===== config.mk =====
export PLATFORM = sky130hd
export DESIGN_NAME = gate_pad_config
export DESIGN_NICKNAME = d
export VERILOG_FILES = /design/src/include/gate_pkg.sv /design/src/include/gate_cfg_if.sv /design/src/verilog/output_gate.sv /design/src/verilog/gate_pad_config.sv
export SDC_FILE = /design/constraint.sdc
export NUM_CORES = 1
export LEC_CHECK = 0
export CAP_MARGIN = 20
export CELL_PAD_IN_SITES_DETAIL_PLACEMENT = 1
export CELL_PAD_IN_SITES_GLOBAL_PLACEMENT = 1
export CORE_MARGIN = 2
export CORE_UTILIZATION = 41
export CTS_BUF_LIST = sky130_fd_sc_hd__clkbuf_16
export DETAILED_ROUTE_END_ITERATION = 10
export DONT_BUFFER_PORTS = 1
export PLACE_DENSITY = 0.83
export SYNTH_ARGS = -nofsm -noshare
export SYNTH_HDL_FRONTEND = slang
export SYNTH_SLANG_ARGS = --single-unit

===== constraint.sdc =====
create_clock -name core_clk_i -period 1.27 [get_ports core_clk_i]
set_clock_uncertainty 0.15 [all_clocks]
set_input_delay 0.0635 -clock core_clk_i [delete_from_list [all_inputs] [get_ports core_clk_i]]
set_output_delay 0.0635 -clock core_clk_i [all_outputs]
set_load 0.01 [all_outputs]

===== src/include/gate_pkg.sv =====
// Package for the output gate and pad configuration block.
// Assumes an APB slave with 32-bit data and word-aligned registers.
package gate_pkg;
   // Register byte addresses
   localparam logic [11:0] ADDR_OUTPUT_GATE_CONFIG = 12'h000;
   localparam logic [11:0] ADDR_PAD_MISC_CONFIG = 12'h004;
   localparam logic [11:0] ADDR_GATE_STATUS = 12'h008;
   // output_gate_config fields
   localparam int GATE_SEL_BIT = 0;
   localparam int GATE_POL_BIT = 3;
   localparam int GATE_PU_BIT = 4;
   localparam int GATE_PD_BIT = 5;
   localparam logic [7:0] OUTPUT_GATE_RST = 8'h10;
   localparam logic [7:0] OUTPUT_GATE_WMASK = 8'h39;
   // pad_misc_config fields
   localparam int HOLD_LSB = 6;
   localparam int PP_LSB = 4;
   localparam int OD_LSB = 2;
   localparam int SERIAL_DATA_PULLUP_EN_BIT = 1;
   localparam int SERIAL_CLOCK_PULLUP_EN_BIT = 0;
   localparam logic [7:0] PAD_MISC_RST = 8'h2f;
   // Startup hold codes
   localparam logic [1:0] HOLD_APLL = 2'h0;
   localparam logic [1:0] HOLD_DPLL = 2'h1;
   localparam logic [1:0] HOLD_NONE = 2'h2;
   localparam logic [1:0] HOLD_RSVD = 2'h3;
   // Gate select codes
   localparam logic GATE_BY_PIN = 1'h0;
   localparam logic GATE_IGNORE = 1'h1;
endpackage : gate_pkg


===== src/include/gate_cfg_if.sv =====
// Interface carrying gate settings from register file to gate logic.
// Assumes one clock domain.
`timescale 1ns/100ps
`default_nettype none
interface gate_cfg_if;
   logic gate_sel;
   logic gate_pol;
   logic [1:0] hold_code;
   logic drivers_en;
   logic hold_released;
   modport regs (output gate_sel, gate_pol, hold_code, input drivers_en, hold_released);
   modport gate (input gate_sel, gate_pol, hold_code, output drivers_en, hold_released);
endinterface : gate_cfg_if
`default_nettype wire


===== src/verilog/output_gate.sv =====
// Combines the startup lock hold and the enable pin gate.
// Assumes pin and lock inputs synchronous to core_clk_i.
`timescale 1ns/100ps
`default_nettype none
module output_gate (
   // Clock and reset
   input wire logic core_clk_i,
   input wire logic rst_i,
   // Pin and lock status
   input wire logic oe_pin_i,
   input wire logic apll_lock_i,
   input wire logic dpll_lock_i,
   // Settings
   gate_cfg_if.gate cfg
);
   logic released_q;
   logic pin_ok;

   ////////////////////////////////////////////////////////////////////////
   // Startup hold, released once and kept
   always_ff @(posedge core_clk_i or posedge rst_i) begin
      if (rst_i) begin
         released_q <= 1'b0;
      end else if (!released_q) begin
         unique case (cfg.hold_code)
            gate_pkg::HOLD_APLL: released_q <= apll_lock_i;
            gate_pkg::HOLD_DPLL: released_q <= dpll_lock_i;
            gate_pkg::HOLD_NONE: released_q <= 1'b1;
            default: released_q <= 1'b0;
         endcase
      end
   end

   // Pin gate with polarity
   assign pin_ok = (cfg.gate_sel == gate_pkg::GATE_IGNORE)
      || (oe_pin_i ^ cfg.gate_pol);
   assign cfg.drivers_en = released_q && pin_ok;
   assign cfg.hold_released = released_q;

   ////////////////////////////////////////////////////////////////////////
   a_pin_disables: assert property (@(posedge core_clk_i) disable iff (rst_i)
      (!cfg.gate_sel && (oe_pin_i == cfg.gate_pol)) |-> !cfg.drivers_en)
      else $error("Pin de-asserted but drivers enabled");
   a_pin_ignored: assert property (@(posedge core_clk_i) disable iff (rst_i)
      (cfg.gate_sel && released_q) |-> cfg.drivers_en)
      else $error("Ignored pin still gates drivers");
   a_pol_enable: assert property (@(posedge core_clk_i) disable iff (rst_i)
      (!cfg.gate_sel && released_q && (oe_pin_i != cfg.gate_pol)) |-> cfg.drivers_en)
      else $error("Pin asserted but drivers off");
   a_apll_hold: assert property (@(posedge core_clk_i) disable iff (rst_i)
      (!released_q && cfg.hold_code == gate_pkg::HOLD_APLL && apll_lock_i)
      |=> released_q)
      else $error("APLL lock did not release hold");
   a_dpll_wait: assert property (@(posedge core_clk_i) disable iff (rst_i)
      (!released_q && cfg.hold_code == gate_pkg::HOLD_DPLL && !dpll_lock_i)
      |=> !released_q)
      else $error("Hold released without DPLL lock");
   a_no_hold: assert property (@(posedge core_clk_i) disable iff (rst_i)
      (cfg.hold_code == gate_pkg::HOLD_NONE) |=> released_q)
      else $error("Hold code two still holds");
   a_both_gates: assert property (@(posedge core_clk_i) disable iff (rst_i)
      cfg.drivers_en |-> (released_q && pin_ok))
      else $error("Drivers on without both gates");
   c_pin_gating: cover property (@(posedge core_clk_i) disable iff (rst_i)
      cfg.drivers_en ##1 !cfg.drivers_en);
   c_release: cover property (@(posedge core_clk_i) disable iff (rst_i)
      !released_q ##1 released_q);
endmodule : output_gate
`default_nettype wire


===== src/verilog/gate_pad_config.sv =====
// Output gate and pad configuration block with APB register access.
// Assumes APB master on core_clk_i; pin and lock inputs synchronous.
`timescale 1ns/100ps
`default_nettype none
module gate_pad_config (
   // Clock and reset
   input wire logic core_clk_i,
   input wire logic rst_i,
   // APB slave
   input wire logic psel_i,
   input wire logic penable_i,
   input wire logic pwrite_i,
   input wire logic [11:0] paddr_i,
   input wire logic [31:0] pwdata_i,
   input wire logic [3:0] pstrb_i,
   output logic [31:0] prdata_o,
   output logic pready_o,
   output logic pslverr_o,
   // Pin and lock status
   input wire logic oe_pin_i,
   input wire logic apll_lock_i,
   input wire logic dpll_lock_i,
   // Clock driver enable
   output logic clk_drivers_en_o,
   // Pad settings
   output logic gate_pin_pullup_en_o,
   output logic gate_pin_pulldown_en_o,
   output logic [1:0] pushpull_strength_o,
   output logic [1:0] opendrain_strength_o,
   output logic serial_data_pullup_en_o,
   output logic serial_clock_pullup_en_o
);
   logic [7:0] output_gate_config_q;
   logic [7:0] pad_misc_config_q;
   logic wr_en;
   logic rd_en;
   logic addr_ok;
   logic [31:0] rdata_d;

   gate_cfg_if cfg ();

   ////////////////////////////////////////////////////////////////////////
   // APB decode, zero wait states
   assign pready_o = 1'b1;
   assign addr_ok = (paddr_i == gate_pkg::ADDR_OUTPUT_GATE_CONFIG)
      || (paddr_i == gate_pkg::ADDR_PAD_MISC_CONFIG)
      || (paddr_i == gate_pkg::ADDR_GATE_STATUS);
   assign pslverr_o = psel_i && penable_i && !addr_ok;
   assign wr_en = psel_i && penable_i && pwrite_i && pstrb_i[0];
   assign rd_en = psel_i && penable_i && !pwrite_i;

   ////////////////////////////////////////////////////////////////////////
   // Output gate register
   always_ff @(posedge core_clk_i or posedge rst_i) begin
      if (rst_i) begin
         output_gate_config_q <= gate_pkg::OUTPUT_GATE_RST;
      end else if (wr_en && paddr_i == gate_pkg::ADDR_OUTPUT_GATE_CONFIG) begin
         output_gate_config_q <= pwdata_i[7:0] & gate_pkg::OUTPUT_GATE_WMASK;
      end
   end

   // Pad misc register
   always_ff @(posedge core_clk_i or posedge rst_i) begin
      if (rst_i) begin
         pad_misc_config_q <= gate_pkg::PAD_MISC_RST;
      end else if (wr_en && paddr_i == gate_pkg::ADDR_PAD_MISC_CONFIG) begin
         pad_misc_config_q <= pwdata_i[7:0];
      end
   end

   // Read data
   always_comb begin
      rdata_d = 32'h0000_0000;
      unique case (paddr_i)
         gate_pkg::ADDR_OUTPUT_GATE_CONFIG: rdata_d[7:0] = output_gate_config_q;
         gate_pkg::ADDR_PAD_MISC_CONFIG: rdata_d[7:0] = pad_misc_config_q;
         gate_pkg::ADDR_GATE_STATUS: rdata_d[1:0] = {cfg.hold_released, cfg.drivers_en};
         default: rdata_d = 32'h0000_0000;
      endcase
   end
   assign prdata_o = rd_en ? rdata_d : 32'h0000_0000;

   ////////////////////////////////////////////////////////////////////////
   // Settings to gate logic
   assign cfg.gate_sel = output_gate_config_q[gate_pkg::GATE_SEL_BIT];
   assign cfg.gate_pol = output_gate_config_q[gate_pkg::GATE_POL_BIT];
   assign cfg.hold_code = pad_misc_config_q[gate_pkg::HOLD_LSB +: 2];

   output_gate u_gate (
      .core_clk_i(core_clk_i),
      .rst_i(rst_i),
      .oe_pin_i(oe_pin_i),
      .apll_lock_i(apll_lock_i),
      .dpll_lock_i(dpll_lock_i),
      .cfg(cfg.gate)
   );

   // Pad outputs
   assign clk_drivers_en_o = cfg.drivers_en;
   assign gate_pin_pullup_en_o = output_gate_config_q[gate_pkg::GATE_PU_BIT];
   assign gate_pin_pulldown_en_o = output_gate_config_q[gate_pkg::GATE_PD_BIT];
   assign pushpull_strength_o = pad_misc_config_q[gate_pkg::PP_LSB +: 2];
   assign opendrain_strength_o = pad_misc_config_q[gate_pkg::OD_LSB +: 2];
   assign serial_data_pullup_en_o = pad_misc_config_q[gate_pkg::SERIAL_DATA_PULLUP_EN_BIT];
   assign serial_clock_pullup_en_o = pad_misc_config_q[gate_pkg::SERIAL_CLOCK_PULLUP_EN_BIT];

   ////////////////////////////////////////////////////////////////////////
   a_pad_reset: assert property (@(posedge core_clk_i)
      $fell(rst_i) |-> (pushpull_strength_o == 2'h2 && opendrain_strength_o == 2'h3))
      else $error("Strength reset values wrong");
   a_hold_reset: assert property (@(posedge core_clk_i)
      $fell(rst_i) |-> (cfg.hold_code == 2'h0 && gate_pin_pullup_en_o
      && !gate_pin_pulldown_en_o))
      else $error("Hold or gate pin pull reset wrong");
   a_serial_pull: assert property (@(posedge core_clk_i)
      $fell(rst_i) |-> (serial_data_pullup_en_o && serial_clock_pullup_en_o))
      else $error("Serial pull-ups not set after reset");
   a_pp_write: assert property (@(posedge core_clk_i) disable iff (rst_i)
      (wr_en && paddr_i == gate_pkg::ADDR_PAD_MISC_CONFIG)
      |=> pushpull_strength_o == $past(pwdata_i[5:4]) && opendrain_strength_o == $past(pwdata_i[3:2]))
      else $error("Strength write not applied");
   a_pd_write: assert property (@(posedge core_clk_i) disable iff (rst_i)
      (wr_en && paddr_i == gate_pkg::ADDR_OUTPUT_GATE_CONFIG)
      |=> gate_pin_pulldown_en_o == $past(pwdata_i[5]))
      else $error("Pull-down write not applied");
   c_gate_write: cover property (@(posedge core_clk_i) disable iff (rst_i)
      wr_en && paddr_i == gate_pkg::ADDR_OUTPUT_GATE_CONFIG);
   c_status_read: cover property (@(posedge core_clk_i) disable iff (rst_i)
      rd_en && paddr_i == gate_pkg::ADDR_GATE_STATUS && clk_drivers_en_o);
endmodule : gate_pad_config
`default_nettype wire


==> impl_metrics.py, run 1 <==
metrics = {
    "worst_hold_path": {
        "min_path_type": "input port to primary output",
        "min_path_cells": 2,
    },
    "clocking": {
        "cts_buffer_depth": 2,
        "cts.sinks": 13,
        "cts_tree": "yes",
        "cts_root_buf": "clkbuf_16",
        "clock_latency_ns": 0.24,
        "clk_pin_slew_worst_paths_ns": 0.04,
        "ctsHtreeMaxLevel": 1,
        "numCtsBuffers": 3,
    },
    "yosys": {
        "syn_inst": 96,
        "async_flop_share": 1.00,
        "yosysWarnings": 0,
        "ys_ff_latch": 13,
        "synthSimpleGateAreaFrac": 0.190,
        "synth.distinct_cells": 30,
        "syn_avg_cell_area_um2": 10.4,
        "synth_edf_count": 0,
        "synthFlopType": "dfrtp_1",
        "synth_top_family_by_area": "buffers and inverters",
        "synth.area.mux_share": 0.177,
        "synthAdderAreaFrac": 0,
        "synth_xor_area_frac": 0.00879,
        "synth_compound_area_frac": 0.0528,
        "seq_area_frac_synth": 0.334,
        "syn_area_um2": 996,
    },
    "detailed_routing": {
        "ant_nets": 0,
        "met1_length_mm": 1.07,
        "wl_per_cell_um": 18.2,
        "drc": 0,
        "via_per_inst": 5.17,
        "dr.pass1.iters": 3,
        "vias": 744,
        "dr_wl_met2_mm": 1.34,
        "routed.top_layer": "met4",
        "wl_met3_um": 169,
        "wl_mm": 2.62,
        "drtIter0Drc": 6,
    },
    "floorplanning": {
        "die_x_um": 53.3,
        "initial_core_util": 0.442,
        "pin_count": 99,
        "die_h_um": 53.3,
        "core-area_um2": 2250,
        "fp-row-count": 17,
        "die-area_um2": 2840,
    },
    "critical_path": {
        "r2r-end": "u_gate.cfg.hold_released",
        "crit_path_start": "output_gate_config_q[3]",
        "reg2reg_slack_ns": 0.13,
        "max_stage_delay_ns": 0.43,
        "cp-end-kind": "primary output",
        "critical-path-slowest-cell": "dfrtp_2",
        "arrival_ns": 1.29,
        "endpoint": "prdata_o[0]",
        "r2r-start": "pad_misc_config_q[7]",
        "path_max_fanout": 2,
        "required_ns": 1.06,
        "cp-start-kind": "flop",
        "critPathKind": "flop to primary output",
        "crit_chain": "xor2_2 -> o211ai_1 -> a21oi_1 -> buf_4",
        "r2r_cells": 3,
    },
    "pwr": {
        "power_frac_seq": 0.372,
        "p_sw_frac": 0.214,
        "power_frac_comb": 0.107,
        "p_sw_uw": 240,
        "peakVddDrop_mv": 1.04,
        "p_leak_nw": 0.575,
        "total_power_mw": 1.12,
        "p_clk_frac": 0.521,
        "internal-power_uw": 882,
        "p_per_area_nw_per_um2": 873,
    },
    "layout": {
        "final_core_util": 0.570,
        "ff_latch_area_um2": 334,
        "multi_input_area_um2": 626,
        "diodes": 0,
        "stdcell_count": 144,
        "area_delta_synth_final_pct": 29.0,
        "drive_gt1_frac": 0.440,
        "fillers": 249,
        "nNetsFinal": 173,
    },
    "place": {
        "place.gp.congestion": 0.717,
        "port-buffer-count": 0,
        "place_inst": 127,
        "post-dp-hpwl_mm": 1.90,
    },
    "sta": {
        "slew_headroom": 0.652,
        "tightest_slew_ns": 0.521,
        "hold_viol": 0,
        "slew_viol_final": 0,
        "finalSetupViolCount": 17,
        "rsz0062_at_grt": "true",
        "holdWs_ns": 0.0808,
        "period_share": 1.19,
        "tns_ns": -2.30,
        "fin_crit_ns": 1.51,
        "fin_ws_ns": -0.238,
        "max_freq_ghz": 0.663,
    },
    "grt": {
        "grt_max_degree": 14,
        "grt_overflow_total": 0,
        "antenna_found_initial": 0,
        "grt_pass1_wl_mm": 3.91,
        "grt_usage": 0.195,
        "grt_pass1_vias": 775,
    },
    "flow_run": {
        "maxCapViolCount": 0,
    },
    "outcome": {
        "status": "complete, but fails checks",
        "violations": "negative setup slack",
    },
}
## cell families after synthesis
| logic type | count (synthesis) |
|---|---|
| buffers and inverters | 32 |
| and+or+nand+nor | 25 |
| muxes | 16 |
| DFF | 13 |
| AOI/OAI and AO/OA | 7 |
| other | 2 |
| xor gates and xnor gates | 1 |
## metrics by stage
stage / worst slack, ns / area (um^2)
CTS: -0.219 / 1260
global route: -0.299 / 1280
floorplan: -0.487 / 1100
global placement: -0.428 / 986
finish: -0.238 / 1280
detailed placement: -0.439 / 986
## worst max-delay path: cells and delay by family (launching register included)
kind	cells	cell delay (ns)
flops	1	0.43
compound gates	2	0.26
xor+xnor	1	0.22
buf+inv	1	0.14
## worst min path at each step
stage               from                       to  slack (ns)
6_report       penable_i                pslverr_o        0.08
3_5_place_dp       rst_i     pad_misc_config_q[6]       -0.14
5_1_grt        penable_i                pslverr_o        0.09
2_1_floorplan      rst_i  output_gate_config_q[0]       -0.21
4_1_cts        penable_i                pslverr_o        0.08
3_3_place_gp       rst_i     pad_misc_config_q[4]       -0.16
## cell type report
class	instances	share of cell area
clock buffer	3	0.0584
clock inverter	1	0.00292
inverter	2	0.00584
multi-input combinational	74	0.487
sequential	13	0.260
tap	28	0.0273
timing repair buffer	23	0.159
## cell usage after synthesis (2+ instances only)
cell | count | area (um^2)
mux2i_1 | 3 | 30.0
nor2_1 | 6 | 22.5
conb_1 | 2 | 7.51
nor4_4 | 2 | 42.5
nand4_1 | 2 | 12.5
dfrtp_1 | 7 | 175
mux2_2 | 13 | 146
and3_1 | 3 | 18.8
nand2_1 | 2 | 7.51
dfstp_2 | 6 | 158
inv_1 | 2 | 7.51
buf_4 | 29 | 218
nor4_1 | 2 | 12.5
## placed cells by master, fill, tap and decap left out, drive strengths merged
cell type,n
and4,1
a211oi,1
a311o,1
nor3,1
nand4,2
or4bb,1
nand4b,1
dfstp,6
a21oi,1
a32oi,1
o211ai,1
nor2,6
clkbuf,3
o21a,1
inv,3
nand2,2
a31oi,1
and3b,1
conb,25
and3,3
buf,12
nand4bb,1
mux2i,3
xor2,1
dlygate4sd3,11
mux2,13
or4,2
dfrtp,7
nor4,4
## repair_timing
item,CTS,global route
setup buffers,2,1
endpoints found under the hold margin,26,0
resized for setup,18,5
setup endpoints to repair,21,19
pin swaps,5,6
hold buffers,11,0
## power groups by stage
stage | registers, mW | clock network (mW) | logic (mW)
2_1_floorplan | 0.423 | 0 | 0.129
6_report | 0.417 | 0.585 | 0.120
5_1_grt | 0.417 | 0.617 | 0.133
4_1_cts | 0.417 | 0.593 | 0.117
3_5_place_dp | 0.423 | 0 | 0.0810
3_3_place_gp | 0.423 | 0 | 0.0782
## metal layers
| metal | up-vias | GRT usage |
|---|---|---|
| li1 | 330 | - |
| met1 | 366 | 0.246 |
| met2 | 44 | 0.331 |
| met3 | 4 | 0.0282 |
| met4 | 0 | 0.0769 |
| met5 | - | 0 |
## sequential cells by signal, summed over array words and instances, names as in the netlist
name	count
u_gate.cfg.hold_released	1
pad_misc_config_q	8
output_gate_config_q	4
(Power assumes the default switching activity.)
==> run 2: changes to the inputs <==
- CELL_PAD_IN_SITES_GLOBAL_PLACEMENT: 1 -> 2
- CORE_UTILIZATION: 41 -> 31
- SKIP_CTS_REPAIR_TIMING: unset -> 1
==> run 2 against run 1 <==
  * The run still ends with negative setup slack left
  * Combinational power down 6%
  * Non-clock buffer count down 2
  * Final area down 1.4%
  * Hold slack worse by 0.0030 ns
  * Critical path type is now input port to flop
  * Highest routed layer unchanged
==> impl_metrics.py, run 2 (synthesized netlist as in run 1, its figures left out) <==
metrics = {
    "outcome": {
        "status": "complete, but fails checks",
        "violations": "negative setup slack",
    },
    "grt": {
        "grt_pass1_wl_mm": 3.21,
        "grt_max_degree": 14,
        "grt_pass1_vias": 677,
        "antenna_found_initial": 0,
        "grt_overflow_total": 0,
        "grt_usage": 0.122,
    },
    "detailed_routing": {
        "vias": 724,
        "via_per_inst": 4.58,
        "wl_per_cell_um": 15.2,
        "met1_length_um": 975,
        "routed.top_layer": "met4",
        "dr_wl_met2_mm": 1.21,
        "wl_mm": 2.41,
        "dr.pass1.iters": 4,
        "drtIter0Drc": 12,
        "wl_met3_um": 188,
        "drc": 0,
        "ant_nets": 0,
    },
    "worst_hold_path": {
        "hold_start": "penable_i",
        "min_path_type": "input port to primary output",
    },
    "place": {
        "place_inst": 141,
        "place.gp.congestion": 0.720,
        "post-place-ws_ns": -0.455,
        "port-buffer-count": 0,
        "place_area_um2": 991,
        "post-dp-hpwl_mm": 1.84,
    },
    "layout": {
        "multi_input_area_um2": 604,
        "top_register": "pad_misc_config_q",
        "mostFrequentLayoutCells": "conb_1 (25), mux2_4 (11), dlygate4sd3_1 (11)",
        "nNetsFinal": 171,
        "area_delta_synth_final_pct": 27.3,
        "final_core_util": 0.415,
        "fillers": 353,
        "layout_commonest_cell": "conb_1",
        "diodes": 0,
        "largest_reg_flops": 8,
        "drive_gt1_frac": 0.395,
        "ff_latch_area_um2": 333,
        "stdcell_area_um2": 1270,
        "stdcell_count": 158,
    },
    "clocking": {
        "cts_buffer_depth": 2,
        "clock_latency_ns": 0.24,
        "cts.sinks": 13,
        "numCtsBuffers": 3,
        "ctsHtreeMaxLevel": 1,
        "cts_tree": "yes",
        "clk_pin_slew_worst_paths_ns": 0.04,
        "cts_root_buf": "clkbuf_16",
    },
    "floorplanning": {
        "core-area_um2": 3050,
        "die_h_um": 60.7,
        "initial_core_util": 0.326,
        "die-area_um2": 3680,
        "fp-row-count": 20,
        "pin_count": 99,
        "die_x_um": 60.7,
    },
    "pwr": {
        "p_per_area_nw_per_um2": 876,
        "power_frac_comb": 0.102,
        "internal-power_uw": 878,
        "p_leak_nw": 0.569,
        "p_sw_frac": 0.209,
        "power_frac_seq": 0.376,
        "p_clk_frac": 0.522,
        "total_power_mw": 1.11,
        "p_sw_uw": 232,
        "peakVddDrop_mv": 0.585,
    },
    "critical_path": {
        "r2r-start": "pad_misc_config_q[0]",
        "cp-end-kind": "flop",
        "crit_path_start": "paddr_i[5]",
        "max_stage_delay_ns": 0.56,
        "cpLargestDelayFamily": "simple AND/OR/NAND/NOR gates",
        "required_ns": 1.24,
        "critical-path-slowest-cell": "or4_4",
        "crit_chain": "or4_4 -> nor4_4 -> buf_4 -> mux2_2",
        "critPathKind": "input port to flop",
        "cp-start-kind": "input port",
        "arrival_ns": 1.43,
        "reg2reg_slack_ns": 0.16,
        "path_max_fanout": 4,
        "crit_buf_inv": 1,
    },
    "sta": {
        "fin_ws_ns": -0.191,
        "hold_viol": 0,
        "period_share": 1.15,
        "finalSetupViolCount": 14,
        "fin_crit_ns": 1.46,
        "slew_viol_final": 0,
        "slew_headroom": 0.665,
        "holdWs_ns": 0.0778,
        "tightest_slew_ns": 0.501,
        "tns_ns": -2.01,
        "rsz0062_at_grt": "true",
        "max_freq_ghz": 0.684,
    },
    "flow_run": {
        "maxCapViolCount": 0,
    },
}
-- run 2: cell count changes in the layout (fill, tap and decap cells not counted), sizes merged --
| cell | before | now |
|---|---|---|
| buf | 12 | 10 |
-- run 2: final cells by class --
class,count,area share
clock buffers,3,0.0592
clock inverters,1,0.00296
well taps,44,0.0434
repair buffers,21,0.149
flip-flops and latches,13,0.263
inverters,2,0.00592
multi-input cells,74,0.477
-- run 2: worst paths after layout --
check	to	cells past startpoint
worst max register to register	pad_misc_config_q[0]	3
max in group asynchronous	pad_misc_config_q[2]	2
worst min-delay path	pslverr_o	2
min in group asynchronous	output_gate_config_q[3]	2
worst max-delay path	output_gate_config_q[0]	4
worst min register to register	pad_misc_config_q[6]	1
-- run 2: layer usage --
layer  global-route usage  up-vias
met5                    0        -
met1                0.149      353
met4               0.0559        0
met3               0.0341        4
li1                     -      328
met2                0.201       39
-- run 2: power by group through the flow --
| stage | Combinational (mW) | Sequential [mW] | Clock [mW] |
|---|---|---|---|
| 6_report | 0.113 | 0.417 | 0.580 |
| 5_1_grt | 0.125 | 0.417 | 0.608 |
| 4_1_cts | 0.0794 | 0.417 | 0.582 |
| 3_5_place_dp | 0.0791 | 0.423 | 0 |
| 3_3_place_gp | 0.0775 | 0.423 | 0 |
| 2_1_floorplan | 0.129 | 0.423 | 0 |
==> run 3: changes to the inputs <==
- CORE_MARGIN: 2 -> unset
- CORE_UTILIZATION: 31 -> 25
- PLACE_DENSITY: 0.83 -> 0.7
- clock period: 1.27 -> 1.6 ns (I/O delays scaled with it)
==> run 3 against run 2 <==
  * The flow now finishes without violations
  * Non-clock buffer count down 6
  * Combinational power down 25%
  * Power down 21%
  * Flip-flop and latch count unchanged
  * Via count down 3.0%
  * Highest routed layer unchanged
==> impl_metrics.py, run 3 (synthesized netlist as in run 1, its figures left out) <==
metrics = {
    "layout": {
        "area_delta_synth_final_pct": 16.0,
        "drive_gt1_frac": 0.278,
        "diodes": 0,
        "nNetsFinal": 165,
        "layout_commonest_cell": "conb_1",
        "largest_reg_flops": 8,
        "top_register": "pad_misc_config_q",
        "mostFrequentLayoutCells": "conb_1 (25), dlygate4sd3_1 (11), mux2_2 (10)",
    },
    "sta": {
        "period_share": 0.958,
        "rsz0062_at_grt": "false",
        "slew_headroom": 0.617,
        "finalSetupViolCount": 0,
        "holdWs_ns": 0.112,
        "max_freq_ghz": 0.652,
        "hold_viol": 0,
        "fin_ws_ns": 0.0674,
        "tns_ns": 0,
        "slew_viol_final": 0,
        "tightest_slew_ns": 0.569,
        "fin_crit_ns": 1.53,
    },
    "detailed_routing": {
        "dr.pass1.iters": 2,
        "drtIter0Drc": 11,
        "wl_per_cell_um": 15.0,
        "via_per_inst": 4.50,
        "ant_nets": 0,
        "wl_mm": 2.34,
        "vias": 702,
        "drc": 0,
    },
    "worst_hold_path": {
        "min_path_type": "input port to primary output",
    },
    "floorplanning": {
        "initial_core_util": 0.266,
        "die-area_um2": 4240,
        "pin_count": 99,
        "fp-row-count": 22,
        "die_x_um": 65.1,
        "core-area_um2": 3740,
        "die_h_um": 65.1,
    },
    "clocking": {
        "cts_root_buf": "clkbuf_16",
        "cts_tree": "yes",
        "cts_buffer_depth": 2,
        "numCtsBuffers": 3,
        "clock_latency_ns": 0.24,
        "ctsHtreeMaxLevel": 1,
        "cts.sinks": 13,
        "clk_pin_slew_worst_paths_ns": 0.04,
    },
    "critical_path": {
        "arrival_ns": 1.30,
        "required_ns": 1.37,
        "reg2reg_slack_ns": 0.52,
        "critPathKind": "flop to primary output",
        "cpLargestDelayFamily": "flip-flops",
        "max_stage_delay_ns": 0.57,
        "critical-path-slowest-cell": "dfstp_2",
        "cp-start-kind": "flop",
        "cp-end-kind": "primary output",
        "crit_chain": "mux2_2 -> nand2_1 -> a21oi_1",
        "path_max_fanout": 3,
        "crit_buf_inv": 0,
    },
    "grt": {
        "grt_pass1_vias": 664,
        "grt_usage": 0.111,
        "grt_pass1_wl_mm": 3.34,
        "antenna_found_initial": 0,
        "met2_usage": 0.190,
        "grt_use_met3": 0.0486,
        "grtUsageMet1": 0.104,
        "grt_max_degree": 14,
        "grt.busiest_layer": "met2",
        "grt_overflow_total": 0,
    },
    "place": {
        "post-dp-hpwl_mm": 1.86,
        "port-buffer-count": 0,
        "place.gp.congestion": 0.665,
        "post-place-ws_ns": -0.134,
    },
    "pwr": {
        "total_power_uw": 878,
        "p_leak_nw": 0.531,
        "peakVddDrop_mv": 0.269,
        "p_per_area_nw_per_um2": 760,
    },
    "outcome": {
        "status": "finished, final reports clean",
    },
    "flow_run": {
        "maxCapViolCount": 0,
    },
}
run 3: changes by cell type in the layout (fill, tap and decap cells not counted), moves of 4 or more:
cell | previous run | this run
buf_4 | 9 | 4
mux2_4 | 11 | 3
mux2_2 | 2 | 10
nor2_1 | 2 | 6
nor2_2 | 4 | 0
run 3: power breakdown:
group / internal, mW / switching [mW]
Combinational: 0.0329 / 0.0523
Clock: 0.329 / 0.133
Sequential: 0.331 / 0.000267
run 3: through the flow:
step,area [um^2],util,cells
after global placement,966,0.258,141
after CTS,1040,0.279,145
final,1150,0.308,156
after detailed placement,966,0.258,141
after global routing,1150,0.308,156
after floorplan,1100,-,119
run 3: worst paths after layout:
kind | start | to | cells after the start
worst max register to register | pad_misc_config_q[7] | u_gate.cfg.hold_released | 3
worst max-delay path | pad_misc_config_q[0] | prdata_o[0] | 3
max in group asynchronous | rst_i | pad_misc_config_q[0] | 2
worst min-delay path | penable_i | pslverr_o | 2
worst min register to register | u_gate.cfg.hold_released | u_gate.cfg.hold_released | 1
min in group asynchronous | rst_i | pad_misc_config_q[7] | 2
run 3: worst register-to-register path: stages, from the launching register on:
cell	delay (ns)
dfrtp_1	0.40
nor2_1	0.11
nor2_1	0.05
a311o_1	0.26
run 3: routing by layer:
layer	part of all wire	up-vias
met5	0	-
met4	0.026	0
met3	0.11	4
met2	0.52	46
met1	0.34	338
li1	-	314
run 3: area by class of cell:
| type | instances | area (um^2) |
|---|---|---|
| flip-flops and latches | 13 | 333 |
| multi-input cells | 74 | 536 |
| inverters | 2 | 7.51 |
| repair buffers | 15 | 140 |
| fillers | 448 | 2590 |
| clock inverters | 1 | 3.75 |
| well taps | 48 | 60.1 |
| clock buffers | 3 | 75.1 |
